File: src/hw/cst_map.svh
// Register offsets, field encodings, reset values and timing counts
`ifndef CST_MAP_SVH
`define CST_MAP_SVH
`define CST_CTRL_OFS      8'h00
`define CST_AGGSEL_OFS    8'h04
`define CST_TRIBSEL_OFS   8'h08
`define CST_CODES_OFS     8'h0c
`define CST_STATUS_OFS    8'h10
`define CST_LIVE_OFS      8'h14
`define CST_EVENT_OFS     8'h18
`define CST_CODE_NULL     4'h0
`define CST_SEL_ZERO      2'h0
`define CST_SEL_ONE       2'h1
`define CST_SEL_CARRY     2'h2
`define CST_SEL_ADPCM     2'h3
`define CST_AGGSEL_RST    8'h44
`define CST_TRIBSEL_RST   8'h44
`define CST_LIVE_WIN      8'd32
`define CST_SEV_NONE      2'h0
`define CST_SEV_MINOR     2'h1
`define CST_SEV_MAJOR     2'h2
`define CST_SEV_CRIT      2'h3
`endif

File: src/hw/cst_pkg.sv
// Types shared by the signalling termination block
package cst_pkg;
  typedef struct packed {
    logic [3:0] abcd;
    logic       valid;
  } cst_sig_t;
  typedef struct packed {
    logic       adminLock;
    logic       emMode;
    logic       protoNull;
    logic [1:0] submode;
  } cst_ctrl_t;
endpackage

File: src/hw/cst_signalling_termination.sv
// Channel-associated signalling termination with AHB-Lite registers
//
// The implementer's own choices: the register offsets and the AHB-Lite interface to the registers.
`timescale 1ns/1ps
`include "cst_map.svh"
module cst_signalling_termination
  import cst_pkg::*;
(
  input  wire logic        clk,
  input  wire logic        rst_b,
  input  wire logic [31:0] haddr,
  input  wire logic [1:0]  htrans,
  input  wire logic        hwrite,
  input  wire logic [2:0]  hsize,
  input  wire logic [31:0] hwdata,
  input  wire logic        hsel,
  input  wire logic        hready,
  output logic      [31:0] hrdata,
  output logic             hreadyout,
  output logic             hresp,
  input  wire cst_sig_t    tribIn,
  input  wire cst_sig_t    aggIn,
  input  wire logic        sigCondErr,
  input  wire logic        aisDetect,
  input  wire logic        equipDisabled,
  output cst_sig_t         aggOut,
  output cst_sig_t         tribOut,
  output logic [1:0]       alarmSeverity,
  output logic             operEnabled,
  output logic             commsAlarmEvt,
  output logic             stateChangeEvt
);
  // ------------------------------------------------------------------
  // Input synchronisers for asynchronous status levels
  // ------------------------------------------------------------------
  logic [2:0] syncA_r;
  logic [2:0] syncB_r;
  always_ff @(posedge clk or negedge rst_b) begin
    if (!rst_b) begin
      syncA_r <= 3'h0;
      syncB_r <= 3'h0;
    end else begin
      syncA_r <= {equipDisabled, aisDetect, sigCondErr};
      syncB_r <= syncA_r;
    end
  end
  wire logic adminLock;
  // Locked: condition errors and AIS are not detected; equipment fault still is
  wire logic condErr  = syncB_r[0] & ~adminLock;
  wire logic aisSeen  = syncB_r[1] & ~adminLock;
  wire logic eqDis    = syncB_r[2];
  wire logic faultNow = condErr | aisSeen;

  // ------------------------------------------------------------------
  // Configuration registers
  // ------------------------------------------------------------------
  cst_ctrl_t  ctrl_r;
  logic [7:0] aggSel_r;
  logic [7:0] tribSel_r;
  logic [15:0] codes_r;
  logic [1:0] evtSticky_r;
  assign adminLock = ctrl_r.adminLock;
  wire logic [3:0] aggFault   = codes_r[3:0];
  wire logic [3:0] aggSusp    = codes_r[7:4];
  wire logic [3:0] tribFault  = codes_r[11:8];
  wire logic [3:0] tribSusp   = codes_r[15:12];
  wire logic       protoNull  = ctrl_r.protoNull;

  // ------------------------------------------------------------------
  // AHB-Lite slave: address phase capture, zero wait state
  // ------------------------------------------------------------------
  logic       wrPend_r;
  logic       rdPend_r;
  logic [7:0] addr_r;
  wire logic  phaseOk = hsel & hready & htrans[1];
  always_ff @(posedge clk or negedge rst_b) begin
    if (!rst_b) begin
      wrPend_r <= 1'b0;
      rdPend_r <= 1'b0;
      addr_r   <= 8'h00;
    end else begin
      wrPend_r <= phaseOk & hwrite;
      rdPend_r <= phaseOk & ~hwrite;
      addr_r   <= haddr[7:0];
    end
  end
  assign hreadyout = 1'b1;
  assign hresp     = 1'b0;
  wire logic wrCtrl  = wrPend_r & (addr_r == `CST_CTRL_OFS);
  wire logic wrAgg   = wrPend_r & (addr_r == `CST_AGGSEL_OFS);
  wire logic wrTrib  = wrPend_r & (addr_r == `CST_TRIBSEL_OFS);
  wire logic wrCodes = wrPend_r & (addr_r == `CST_CODES_OFS);
  wire logic wrEvt   = wrPend_r & (addr_r == `CST_EVENT_OFS);

  // Fault code 0 is null; 1..F legal
  wire logic [3:0] wAggFault = hwdata[3:0];
  // Bits b,d have no ADPCM option; keep old value
  wire logic [7:0] aggSelW = {
    (hwdata[7:6] == `CST_SEL_ADPCM) ? aggSel_r[7:6] : hwdata[7:6],
    hwdata[5:4],
    (hwdata[3:2] == `CST_SEL_ADPCM) ? aggSel_r[3:2] : hwdata[3:2],
    hwdata[1:0]};
  // Tributary channels: three settings each
  wire logic [7:0] tribSelW = {
    (hwdata[7:6] == `CST_SEL_ADPCM) ? tribSel_r[7:6] : hwdata[7:6],
    (hwdata[5:4] == `CST_SEL_ADPCM) ? tribSel_r[5:4] : hwdata[5:4],
    (hwdata[3:2] == `CST_SEL_ADPCM) ? tribSel_r[3:2] : hwdata[3:2],
    (hwdata[1:0] == `CST_SEL_ADPCM) ? tribSel_r[1:0] : hwdata[1:0]};

  // Register writes; lock bit touches no operational state
  always_ff @(posedge clk or negedge rst_b) begin
    if (!rst_b) begin
      ctrl_r    <= '{adminLock: 1'b0, emMode: 1'b0, protoNull: 1'b1,
                     submode: 2'h0};
      aggSel_r  <= `CST_AGGSEL_RST;
      tribSel_r <= `CST_TRIBSEL_RST;
      codes_r   <= 16'h0000;
    end else begin
      if (wrCtrl) begin
        ctrl_r.adminLock <= hwdata[0];
        ctrl_r.emMode    <= hwdata[1];
        ctrl_r.protoNull <= hwdata[2];
        // Null protocol forces null submode
        ctrl_r.submode   <= hwdata[2] ? 2'h0 : hwdata[5:4];
      end else if (protoNull) begin
        ctrl_r.submode   <= 2'h0;
      end
      if (wrAgg) aggSel_r <= aggSelW;
      if (wrTrib) tribSel_r <= tribSelW;
      if (wrCodes) codes_r <= {hwdata[15:4], wAggFault};
    end
  end

  // ------------------------------------------------------------------
  // Aggregate direction: suspend/fault, then per-bit forcing
  // ------------------------------------------------------------------
  wire logic useSuspAgg  = adminLock & protoNull;
  wire logic useFaultAgg = ~adminLock & faultNow &
                           (aggFault != `CST_CODE_NULL);
  wire logic [3:0] aggBase = useSuspAgg ? aggSusp :
                             useFaultAgg ? aggFault : tribIn.abcd;
  logic [3:0] aggForced;
  logic [3:0] adpcmBits;
  // ADPCM mode: invert a/c so idle all-zero code stays rare
  assign adpcmBits = ~aggBase;
  genvar gi;
  generate
    for (gi = 0; gi < 4; gi++) begin : g_aggbit
      wire logic [1:0] s = aggSel_r[2*gi+1:2*gi];
      // Force applied after substitution
      assign aggForced[3-gi] =
        (s == `CST_SEL_ZERO) ? 1'b0 :
        (s == `CST_SEL_ONE)  ? 1'b1 :
        (s == `CST_SEL_CARRY) ? aggBase[3-gi] :
        adpcmBits[3-gi];
    end
  endgenerate
  // Null protocol carries bits untouched unless locked/faulted
  wire logic [3:0] aggPre = (protoNull & ~useSuspAgg & ~useFaultAgg) ?
                            aggBase : aggForced;
  // All-zero code would upset multiframe alignment
  wire logic [3:0] aggFinal = (aggPre == 4'h0) ? 4'h1 : aggPre;

  // ------------------------------------------------------------------
  // Tributary direction: suspend/fault, then E&M channel forcing
  // ------------------------------------------------------------------
  wire logic useSuspTrib  = adminLock & protoNull;
  wire logic useFaultTrib = ~adminLock & faultNow & protoNull;
  wire logic [3:0] tribBase = useSuspTrib ? tribSusp :
                              useFaultTrib ? tribFault : aggIn.abcd;
  logic [3:0] tribForced;
  generate
    for (gi = 0; gi < 4; gi++) begin : g_tribch
      wire logic [1:0] s = tribSel_r[2*gi+1:2*gi];
      assign tribForced[3-gi] =
        (s == `CST_SEL_ZERO) ? 1'b0 :
        (s == `CST_SEL_ONE)  ? 1'b1 : tribBase[3-gi];
    end
  endgenerate
  wire logic [3:0] tribFinal = ctrl_r.emMode ? tribForced : tribBase;

  // One update per multiframe strobe (valid)
  always_ff @(posedge clk or negedge rst_b) begin
    if (!rst_b) begin
      aggOut  <= '{abcd: 4'hd, valid: 1'b0};
      tribOut <= '{abcd: 4'hd, valid: 1'b0};
    end else begin
      aggOut.valid  <= tribIn.valid;
      tribOut.valid <= aggIn.valid;
      if (tribIn.valid) aggOut.abcd <= aggFinal;
      if (aggIn.valid) tribOut.abcd <= tribFinal;
    end
  end

  // ------------------------------------------------------------------
  // Live bit states: per bit on/off/toggling over a window
  // ------------------------------------------------------------------
  logic [7:0]  winCnt_r;
  logic [7:0]  chg_r;
  logic [15:0] live_r;
  logic [15:0] liveNxt;
  wire logic   winEnd = (winCnt_r == `CST_LIVE_WIN - 8'd1);
  wire logic [7:0] bitsNow = {aggOut.abcd, aggIn.abcd};
  logic [7:0] bitsLast_r;
  always_ff @(posedge clk or negedge rst_b) begin
    if (!rst_b) begin
      winCnt_r   <= 8'h00;
      chg_r      <= 8'h00;
      bitsLast_r <= 8'h00;
      live_r     <= 16'h0000;
    end else begin
      bitsLast_r <= bitsNow;
      winCnt_r   <= winEnd ? 8'h00 : winCnt_r + 8'd1;
      chg_r      <= winEnd ? 8'h00 : chg_r | (bitsNow ^ bitsLast_r);
      if (winEnd) live_r <= liveNxt;
    end
  end
  // Code per bit: 00 off, 01 on, 10 toggling
  generate
    for (gi = 0; gi < 8; gi++) begin : g_live
      wire logic tog = chg_r[gi] | (bitsNow[gi] ^ bitsLast_r[gi]);
      assign liveNxt[2*gi+1:2*gi] = tog ? 2'h2 : {1'b0, bitsNow[gi]};
    end
  endgenerate

  // ------------------------------------------------------------------
  // Operational state, alarm severity and events
  // ------------------------------------------------------------------
  // Lock freezes the error seen by the state, so that locking
  // alone never flips the reported state
  logic       errHeld_r;
  wire logic  operErr = adminLock ? errHeld_r : syncB_r[0];
  wire logic  operNxt = ~(operErr | eqDis);
  logic       operLast_r;
  logic       errLast_r;
  always_ff @(posedge clk or negedge rst_b) begin
    if (!rst_b) begin
      operLast_r     <= 1'b1;
      errLast_r      <= 1'b0;
      errHeld_r      <= 1'b0;
      operEnabled    <= 1'b1;
      alarmSeverity  <= `CST_SEV_NONE;
      commsAlarmEvt  <= 1'b0;
      stateChangeEvt <= 1'b0;
      evtSticky_r    <= 2'h0;
    end else begin
      operLast_r     <= operNxt;
      errLast_r      <= condErr;
      errHeld_r      <= operErr;
      operEnabled    <= operNxt;
      // Worst active alarm wins
      alarmSeverity  <= eqDis ? `CST_SEV_CRIT :
                        condErr ? `CST_SEV_MAJOR :
                        aisSeen ? `CST_SEV_MINOR : `CST_SEV_NONE;
      commsAlarmEvt  <= condErr & ~errLast_r;
      stateChangeEvt <= operNxt ^ operLast_r;
      // Sticky copies; a new event beats a write-one clear
      evtSticky_r    <= (evtSticky_r & ~({2{wrEvt}} & hwdata[1:0])) |
                        {operNxt ^ operLast_r, condErr & ~errLast_r};
    end
  end

  // ------------------------------------------------------------------
  // Read mux
  // ------------------------------------------------------------------
  wire logic [31:0] rdMux =
    (addr_r == `CST_CTRL_OFS)    ? {26'h0, ctrl_r.submode, 1'b0,
                                    ctrl_r.protoNull, ctrl_r.emMode,
                                    ctrl_r.adminLock} :
    (addr_r == `CST_AGGSEL_OFS)  ? {24'h0, aggSel_r} :
    (addr_r == `CST_TRIBSEL_OFS) ? {24'h0, tribSel_r} :
    (addr_r == `CST_CODES_OFS)   ? {16'h0, codes_r} :
    (addr_r == `CST_STATUS_OFS)  ? {24'h0, aggOut.abcd, alarmSeverity,
                                    faultNow, operEnabled} :
    (addr_r == `CST_LIVE_OFS)    ? {16'h0, live_r} :
    (addr_r == `CST_EVENT_OFS)   ? {30'h0, evtSticky_r} : 32'h0;
  assign hrdata = rdPend_r ? rdMux : 32'h0;
endmodule

File: config.mk
export PLATFORM = sky130hd
export DESIGN_NAME = cst_signalling_termination
export DESIGN_NICKNAME = d
export VERILOG_FILES = /design/src/hw/cst_pkg.sv /design/src/hw/cst_signalling_termination.sv
export VERILOG_INCLUDE_DIRS = /design/src /design/src/hw
export SDC_FILE = /design/constraint.sdc
export NUM_CORES = 1
export LEC_CHECK = 0
export ABC_CLOCK_PERIOD_IN_PS = 3000
export BUFFER_PORTS_ARGS = -buffer_cell sky130_fd_sc_hd__buf_2
export CELL_PAD_IN_SITES_DETAIL_PLACEMENT = 1
export CELL_PAD_IN_SITES_GLOBAL_PLACEMENT = 1
export CORE_AREA = 2 2 118 120
export DETAILED_ROUTE_END_ITERATION = 10
export DIE_AREA = 0 0 120 122
export PLACE_DENSITY_LB_ADDON = 0.05
export SLEW_MARGIN = 20
export SYNTH_ARGS = -nofsm -noshare
export SYNTH_HDL_FRONTEND = slang
export SYNTH_SLANG_ARGS = --single-unit
File: constraint.sdc
create_clock -name clk -period 3 [get_ports clk]
set_input_delay 0.3 -clock clk [delete_from_list [all_inputs] [get_ports clk]]
set_output_delay 0.3 -clock clk [all_outputs]
set_load 0.05 [all_outputs]
==> results of run 1 <==
-- through the flow --
stage	setup WS [ns]	area, µm²	instances	hold slack (ns)	total power [mW]
finish	0.1167	6065	766	0.04501	3.402
global route	0.005411	6065	766	0.02803	3.546
CTS	0.03504	6040	765	0.02864	3.452
detailed placement	0.4385	5695	748	0.3375	2.096
global placement	0.4706	5695	748	0.3264	2.087
floorplan	0.1750	5285	530	0.004409	1.952
-- cell families (layout without fill, tap and decap cells) --
| logic type | count (synthesis) | count (layout) | synth area share |
|---|---|---|---|
| DFF | 112 | 112 | 0.5393 |
| other | 2 | 18 | 0.001437 |
| AOI/OAI and AO/OA | 124 | 124 | 0.1518 |
| muxes | 29 | 29 | 0.07040 |
| xor gates and xnor gates | 7 | 7 | 0.01173 |
| adders and majority gates | 1 | 1 | 0.002394 |
| buffers and inverters | 52 | 108 | 0.05531 |
| and+or+nand+nor | 187 | 187 | 0.1676 |
-- repair_timing --
item,4_1_cts,5_1_grt
hold buffers,1,0
hold endpoints to repair,40,0
endpoints found under the setup margin,0,11
resized for setup,0,8
buffers inserted,0,1
-- cell usage after synthesis (6+ instances only) --
master    count
and3_1        7
inv_1         9
a22oi_1      12
nand3_1      21
a31oi_1       6
o31ai_1       8
clkbuf_1     17
mux2_2       14
mux2_4       12
nand2_1      48
dfstp_2      12
o21ai_0      30
or2_2         9
buf_4        18
dfrtp_1     100
nor2_1       73
a21oi_1      34
-- final cells by class --
type,count,area (µm²)
inverters,9,33.78
well taps,180,225.2
multi-input cells,366,2188
repair buffers,83,465.4
flip-flops and latches,112,2818
clock buffers,10,239.0
clock inverters,6,95.09
fillers,1566,7440
-- routing by layer --
| layer | wire [µm] | GRT usage | up-vias |
|---|---|---|---|
| li1 | - | - | 1887 |
| met2 | 6751 | 0.3395 | 77 |
| met1 | 6748 | 0.2751 | 1986 |
| met5 | 0 | 0 | - |
| met3 | 457 | 0.03558 | 16 |
| met4 | 234 | 0.06544 | 0 |
-- worst max path at each step --
stage,to,startpoint,cells past startpoint
finish,hrdata[5],addr_r[4],8
global route,hrdata[7],addr_r[5],8
CTS,hrdata[8],addr_r[5],6
detailed placement,hrdata[8],addr_r[5],6
global placement,hrdata[3],addr_r[4],6
floorplan,hrdata[3],addr_r[4],7
-- sequential cells by signal, indices dropped and copies added, names as in the netlist, 5 cells and up --
signal,flops
addr_r,8
tribOut,5
winCnt_r,8
tribSel_r,8
live_r,16
codes_r,16
aggOut,5
bitsLast_r,8
aggSel_r,8
chg_r,8
-- power groups by stage --
stage	Combinational, mW	Clock (mW)	Sequential, mW
6_report	0.395	1.34	1.67
5_1_grt	0.431	1.43	1.68
4_1_cts	0.398	1.38	1.67
3_5_place_dp	0.396	0	1.70
3_3_place_gp	0.389	0	1.70
2_1_floorplan	0.213	0	1.74
-- critical path, cell delays in order (launching register included) --
cell,delay (ns)
dfrtp_1,0.38
or4_4,0.55
nor3_1,0.17
buf_4,0.20
a21oi_1,0.05
o21ai_0,0.30
o2bb2ai_1,0.16
o211a_1,0.15
buf_2,0.25
==> summary.md, run 1 <==
| Metric | Value |
|---|---|
| Slew @ Worst Pin | `0.9972 ns` |
| Crit start category | `flop` |
| Clock network power share | `0.393` |
| DR pass1 iterations | `4` |
| Relative slew margins | `0.3352` |
| R2R cell count | `8` |
| Post-synth top area share | `0.4789` |
| Final setup vio count | `0` |
| Synthesized cell area | `approximately 0.0052 mm²` |
| Hold path depth | `1` |
| Via Count | `3966` |
| Cell variety after synth | `55` |
| Commonest non-fill, non-tap cell in the layout | `dfrtp_1` |
| Vias in the first global route | `between 4000 and 5000` |
| Power share of the sequential group | `0.491` |
| Clock Latency Late Sink | `around 0.36 ns` |
| GRT overflow | `0` |
| Synthesized flop and latch total | `112` |
| Internal | `2.476 mW` |
| CP Capture Type | `output pin` |
| Horiz. Die Dim | `120 µm` |
| H-tree depth | `3` |
| Post-DR wirelength/cell | `roughly 19 µm` |
| RSZ-0062 raised after global routing | `no` |
| Max-cap violations | `0` |
| CP required | `~2.7 ns` |
| Setup TNS | `0 ns` |
| Clk buf depth | `2` |
| Number of synthesized flops with an enable pin | `0` |
| Synth-to-layout area growth | `16.07%` |
| Antenna violations before repair | `0` |
| Worst r2r src | `addr_r[4]` |
| Nets | `669` |
| Antenna Cells | `0` |
| Port-buffer cells | `73` |
| Combinational power share | `0.116` |
| Peak supply drop | `~290 µV` |
| Core outline area | `~0.014 mm²` |
| Static leakage | `about 2.8 nW` |
| Synth area leaders | `dfrtp_1 48%, dfstp_2 6.0%, nor2_1 5.2%` |
| Sequential area share after synthesis | `0.5393` |
| Cells after synthesis | `between 500 and 600` |
| Clock Tree Root | `clkbuf_16` |
| Detail Placement HPWL | `between 10000 and 15000 µm` |
| Worst Skew | `between 0.01 and 0.015 ns` |
| DRC viols | `0` |
| Sw frac | `0.2724` |
| Min-delay worst type | `primary input to flop` |
| First-pass GRT wire length | `22600 µm` |
| Cts bufs inserted | `9` |
| P per Cell Area | `~560 mW/mm²` |
| RR Endpoint | `tribSel_r[6]` |
| Final hold viol count | `0` |
| Rows | `43` |
| Fmax | `346.8 MHz` |
| Switching power | `0.9269 mW` |
| # IOs | `between 100 and 150` |
| Clock sinks | `approximately 110` |
| Placer Congestion | `between 0.8 and 0.9` |
| Synth async-reset ratio | `1.000` |
| Largest net degree at the start of global routing | `71` |
| R2R setup slack | `about 0.58 ns` |
| Arrival @ worst endpoint | `between 2 and 3 ns` |
| Post-DR vias/cell | `between 5 and 6` |
| Final wirelength | `roughly 14000 µm` |
| Fraction of layout cells with a size suffix above 1 | `0.2628` |
| Worst hold start | `aisDetect` |
| Clock-pin slew on the worst setup and hold paths | `around 0.070 ns` |
| Iteration-0 DRC Markers | `approximately 210` |
| Worst-path fanout max | `10` |
| Syn Area/Cell | `approximately 10 µm²` |
| Worst Hold End | `syncA_r[1]` |
| Commonest cells after routing, fill and taps aside | `100 x dfrtp_1, 73 x nor2_1, 69 x buf_2` |
| Starting Density | `0.3869` |
| Die Ht | `122 µm` |
| Outcome | `finished clean` |
| CTS tree | `built` |
| Overall die area | `between 0.01 and 0.015 mm²` |
| Max-slew violations | `0` |
| Final worst-path cycle share | `0.9611` |
| Yosys warns | `0` |
| Final ANT Viol Nets | `0` |
| Ys flop type | `dfrtp_1` |
| Tmin final | `between 2 and 3 ns` |
| Synth area leader | `dfrtp_1` |
| Utilization after layout | `0.4491` |
| Global router's overall resource usage | `0.2051` |
| Crit Path Class | `flop to output pin` |
Note: power is estimated with default switching activity, not from simulation.
==> run 2, diff against run 1 <==
RECOVER_POWER = 50   (was default)
==> run 2 against run 1 <==
  * Non-clock buffer count did not move
  * Clock skew about the same
  * Critical path type unchanged
  * Via count stayed put
  * Largest cell class unchanged
  * Clock-buffer cell count is the same
  * Register-to-register slack hardly changed
==> summary.md, run 2 (same netlist as run 1, synthesis figures left out) <==
| Metric | Value |
|---|---|
| Outcome | `finished clean` |
| Clock Latency Late Sink | `0.36 ns (about the same)` |
| Worst Path Buf+Inv | `2 (unchanged)` |
| Utilization after layout | `0.4467 (-0.002409)` |
| Arrival @ worst endpoint | `2.58 ns (about the same)` |
| Nets | `669 (unchanged)` |
| Worst hold start | `aisDetect` |
| DRC viols | `0 (unchanged)` |
| Via Count | `3966 (unchanged)` |
| R2R setup slack | `0.58 ns (about the same)` |
| Non-filler instance count after layout | `766 (unchanged)` |
| Final wirelength | `14180 µm (-0.11%)` |
| Starting Density | `0.3869 (unchanged)` |
| R2R cell count | `8 (unchanged)` |
| Area after DPL | `0.005695 mm² (unchanged)` |
| Crit start category | `flop` |
| Max-cap violations | `0 (unchanged)` |
| Post-layout power | `3.393 mW (-0.27%)` |
| Design Area, Final | `0.006032 mm² (-0.54%)` |
| Relative slew margins | `0.2913 (-0.04386)` |
| Metal3 WL | `477 µm (+4.4%)` |
| CP required | `2.70 ns (about the same)` |
| Final setup vio count | `0 (unchanged)` |
| Clock-pin slew on the worst setup and hold paths | `0.07 ns (about the same)` |
| First-pass GRT wire length | `22600 µm (unchanged)` |
| Overall die area | `0.01464 mm² (unchanged)` |
| Cts bufs inserted | `9 (unchanged)` |
| Commonest non-fill, non-tap cell in the layout | `dfrtp_1` |
| Final WS setup | `0.1188 ns (+0.002126 ns)` |
| Filler cells | `1569 (+0.19%)` |
| P per Cell Area | `562.5 mW/mm² (+0.27%)` |
| Top Layer Used | `met4` |
| Setup TNS | `0 ns (unchanged)` |
| Largest net degree at the start of global routing | `71 (unchanged)` |
| Clk buf depth | `2 (unchanged)` |
| Delay-heaviest family, CP | `simple AND/OR/NAND/NOR gates` |
| Regs by FF count | `codes_r x16, live_r x16` |
| Worst-path fanout max | `10 (unchanged)` |
| Worst r2r src | `addr_r[4]` |
| Post-DR vias/cell | `5.178 (unchanged)` |
| RSZ-0062 raised after global routing | `no` |
| Static leakage | `2.724 nW (-1.6%)` |
| Slowest CP cell | `or4_4` |
| Crit Path Class | `flop to output pin` |
| M1 wire length | `6712 µm (-0.53%)` |
| Post-DR wirelength/cell | `18.51 µm (-0.11%)` |
| Tmin final | `2.881 ns (-0.002126 ns)` |
| Port-buffer cells | `73 (unchanged)` |
| Critical Path Stages | `8 (unchanged)` |
| Synth-to-layout area growth | `15.45%` |
| H-tree depth | `3 (unchanged)` |
| Max-slew violations | `0 (unchanged)` |
| Antenna Cells | `0 (unchanged)` |
| Final worst-path cycle share | `0.9604 (about the same)` |
| Min-delay worst type | `primary input to flop` |
| Fraction of layout cells with a size suffix above 1 | `0.2338 (-0.02901)` |
| Final hold viol count | `0 (unchanged)` |
| Placed Cells | `748 (unchanged)` |
| Vias in the first global route | `4139 (unchanged)` |
| Fmax | `347.1 MHz (about the same)` |
| Horiz. Die Dim | `120 µm (unchanged)` |
| Placement Setup Slack | `0.4385 ns (unchanged)` |
| Rows | `43 (unchanged)` |
| Clock Tree Root | `clkbuf_16` |
| GRT overflow | `0 (unchanged)` |
| Critical Path End | `hrdata[5]` |
| Commonest cells after routing, fill and taps aside | `100 x dfrtp_1, 73 x nor2_1, 55 x buf_2` |
| CP Capture Type | `output pin` |
| Worst Skew | `0.01135 ns (+0.0002815 ns)` |
| Cells along the critical path | `or4_4 -> nor3_1 -> buf_4 -> a21oi_1 -> o21ai_0 -> o2bb2ai_1 -> o211a_1 -> buf_2` |
| Global router's overall resource usage | `0.2051 (unchanged)` |
| Iteration-0 DRC Markers | `200 (-5.2%)` |
| Crit path from | `addr_r[4]` |
| WL met2 | `6752 µm (about the same)` |
| # IOs | `136 (unchanged)` |
| Peak supply drop | `293.4 µV (+0.11%)` |
| Final ANT Viol Nets | `0 (unchanged)` |
| Clock sinks | `112 (unchanged)` |
| RR Endpoint | `tribSel_r[6]` |
| CTS tree | `built` |
| Slew @ Worst Pin | `1.063 ns (+0.06579 ns)` |
| Detail Placement HPWL | `10420 µm (unchanged)` |
| Antenna violations before repair | `0 (unchanged)` |
| DR pass1 iterations | `4 (unchanged)` |
| Die Ht | `122 µm (unchanged)` |
| Core outline area | `0.01350 mm² (unchanged)` |
| Hold WS | `0.04508 ns (+0.00007020 ns)` |
| Placer Congestion | `0.8258 (unchanged)` |
| CP max stage delay | `0.55 ns (about the same)` |
==> run 2: worst reg2reg max path: stages, from the launching register on <==
cell	delay [ns]
dfrtp_1	0.38
or4_4	0.55
nor3_1	0.17
buf_4	0.20
buf_4	0.14
nand4b_1	0.41
nor2_1	0.31
nor2_1	0.06
nor2_1	0.12
==> run 2: final cells by class <==
type	count	area [µm²]	share of cell area
clock inverter	6	95.09	0.01576
inverter	9	33.78	0.005600
sequential	112	2818	0.4671
timing repair buffer	83	432.9	0.07177
multi-input combinational	366	2188	0.3628
clock buffer	10	239.0	0.03962
tap	180	225.2	0.03734
==> run 2: repair_timing <==
action                                 4_1_cts  5_1_grt
gates resized for setup                      0        8
endpoints found under the hold margin       40        0
hold buffers                                 1        0
setup buffers                                0        1
setup endpoints to repair                    0       11
==> run 2: power breakdown <==
| part | internal, mW | leakage (nW) | switching [mW] |
|---|---|---|---|
| Clock | 0.766 | 0.164 | 0.571 |
| Sequential | 1.59 | 1.29 | 0.0799 |
| Combinational | 0.113 | 1.27 | 0.275 |
| Total | 2.47 | 2.72 | 0.926 |
==> run 2: worst min-delay path by stage <==
stage,to,depth (start not counted)
2_1_floorplan,addr_r[0],0
5_1_grt,syncA_r[2],1
4_1_cts,syncA_r[0],1
3_3_place_gp,codes_r[5],1
6_report,syncA_r[1],1
3_5_place_dp,codes_r[5],1
==> run 2: metal layers <==
layer	up-vias	GRT usage
met5	-	0
met4	0	0.06544
met3	16	0.03558
met2	77	0.3395
met1	1986	0.2751
li1	1887	-
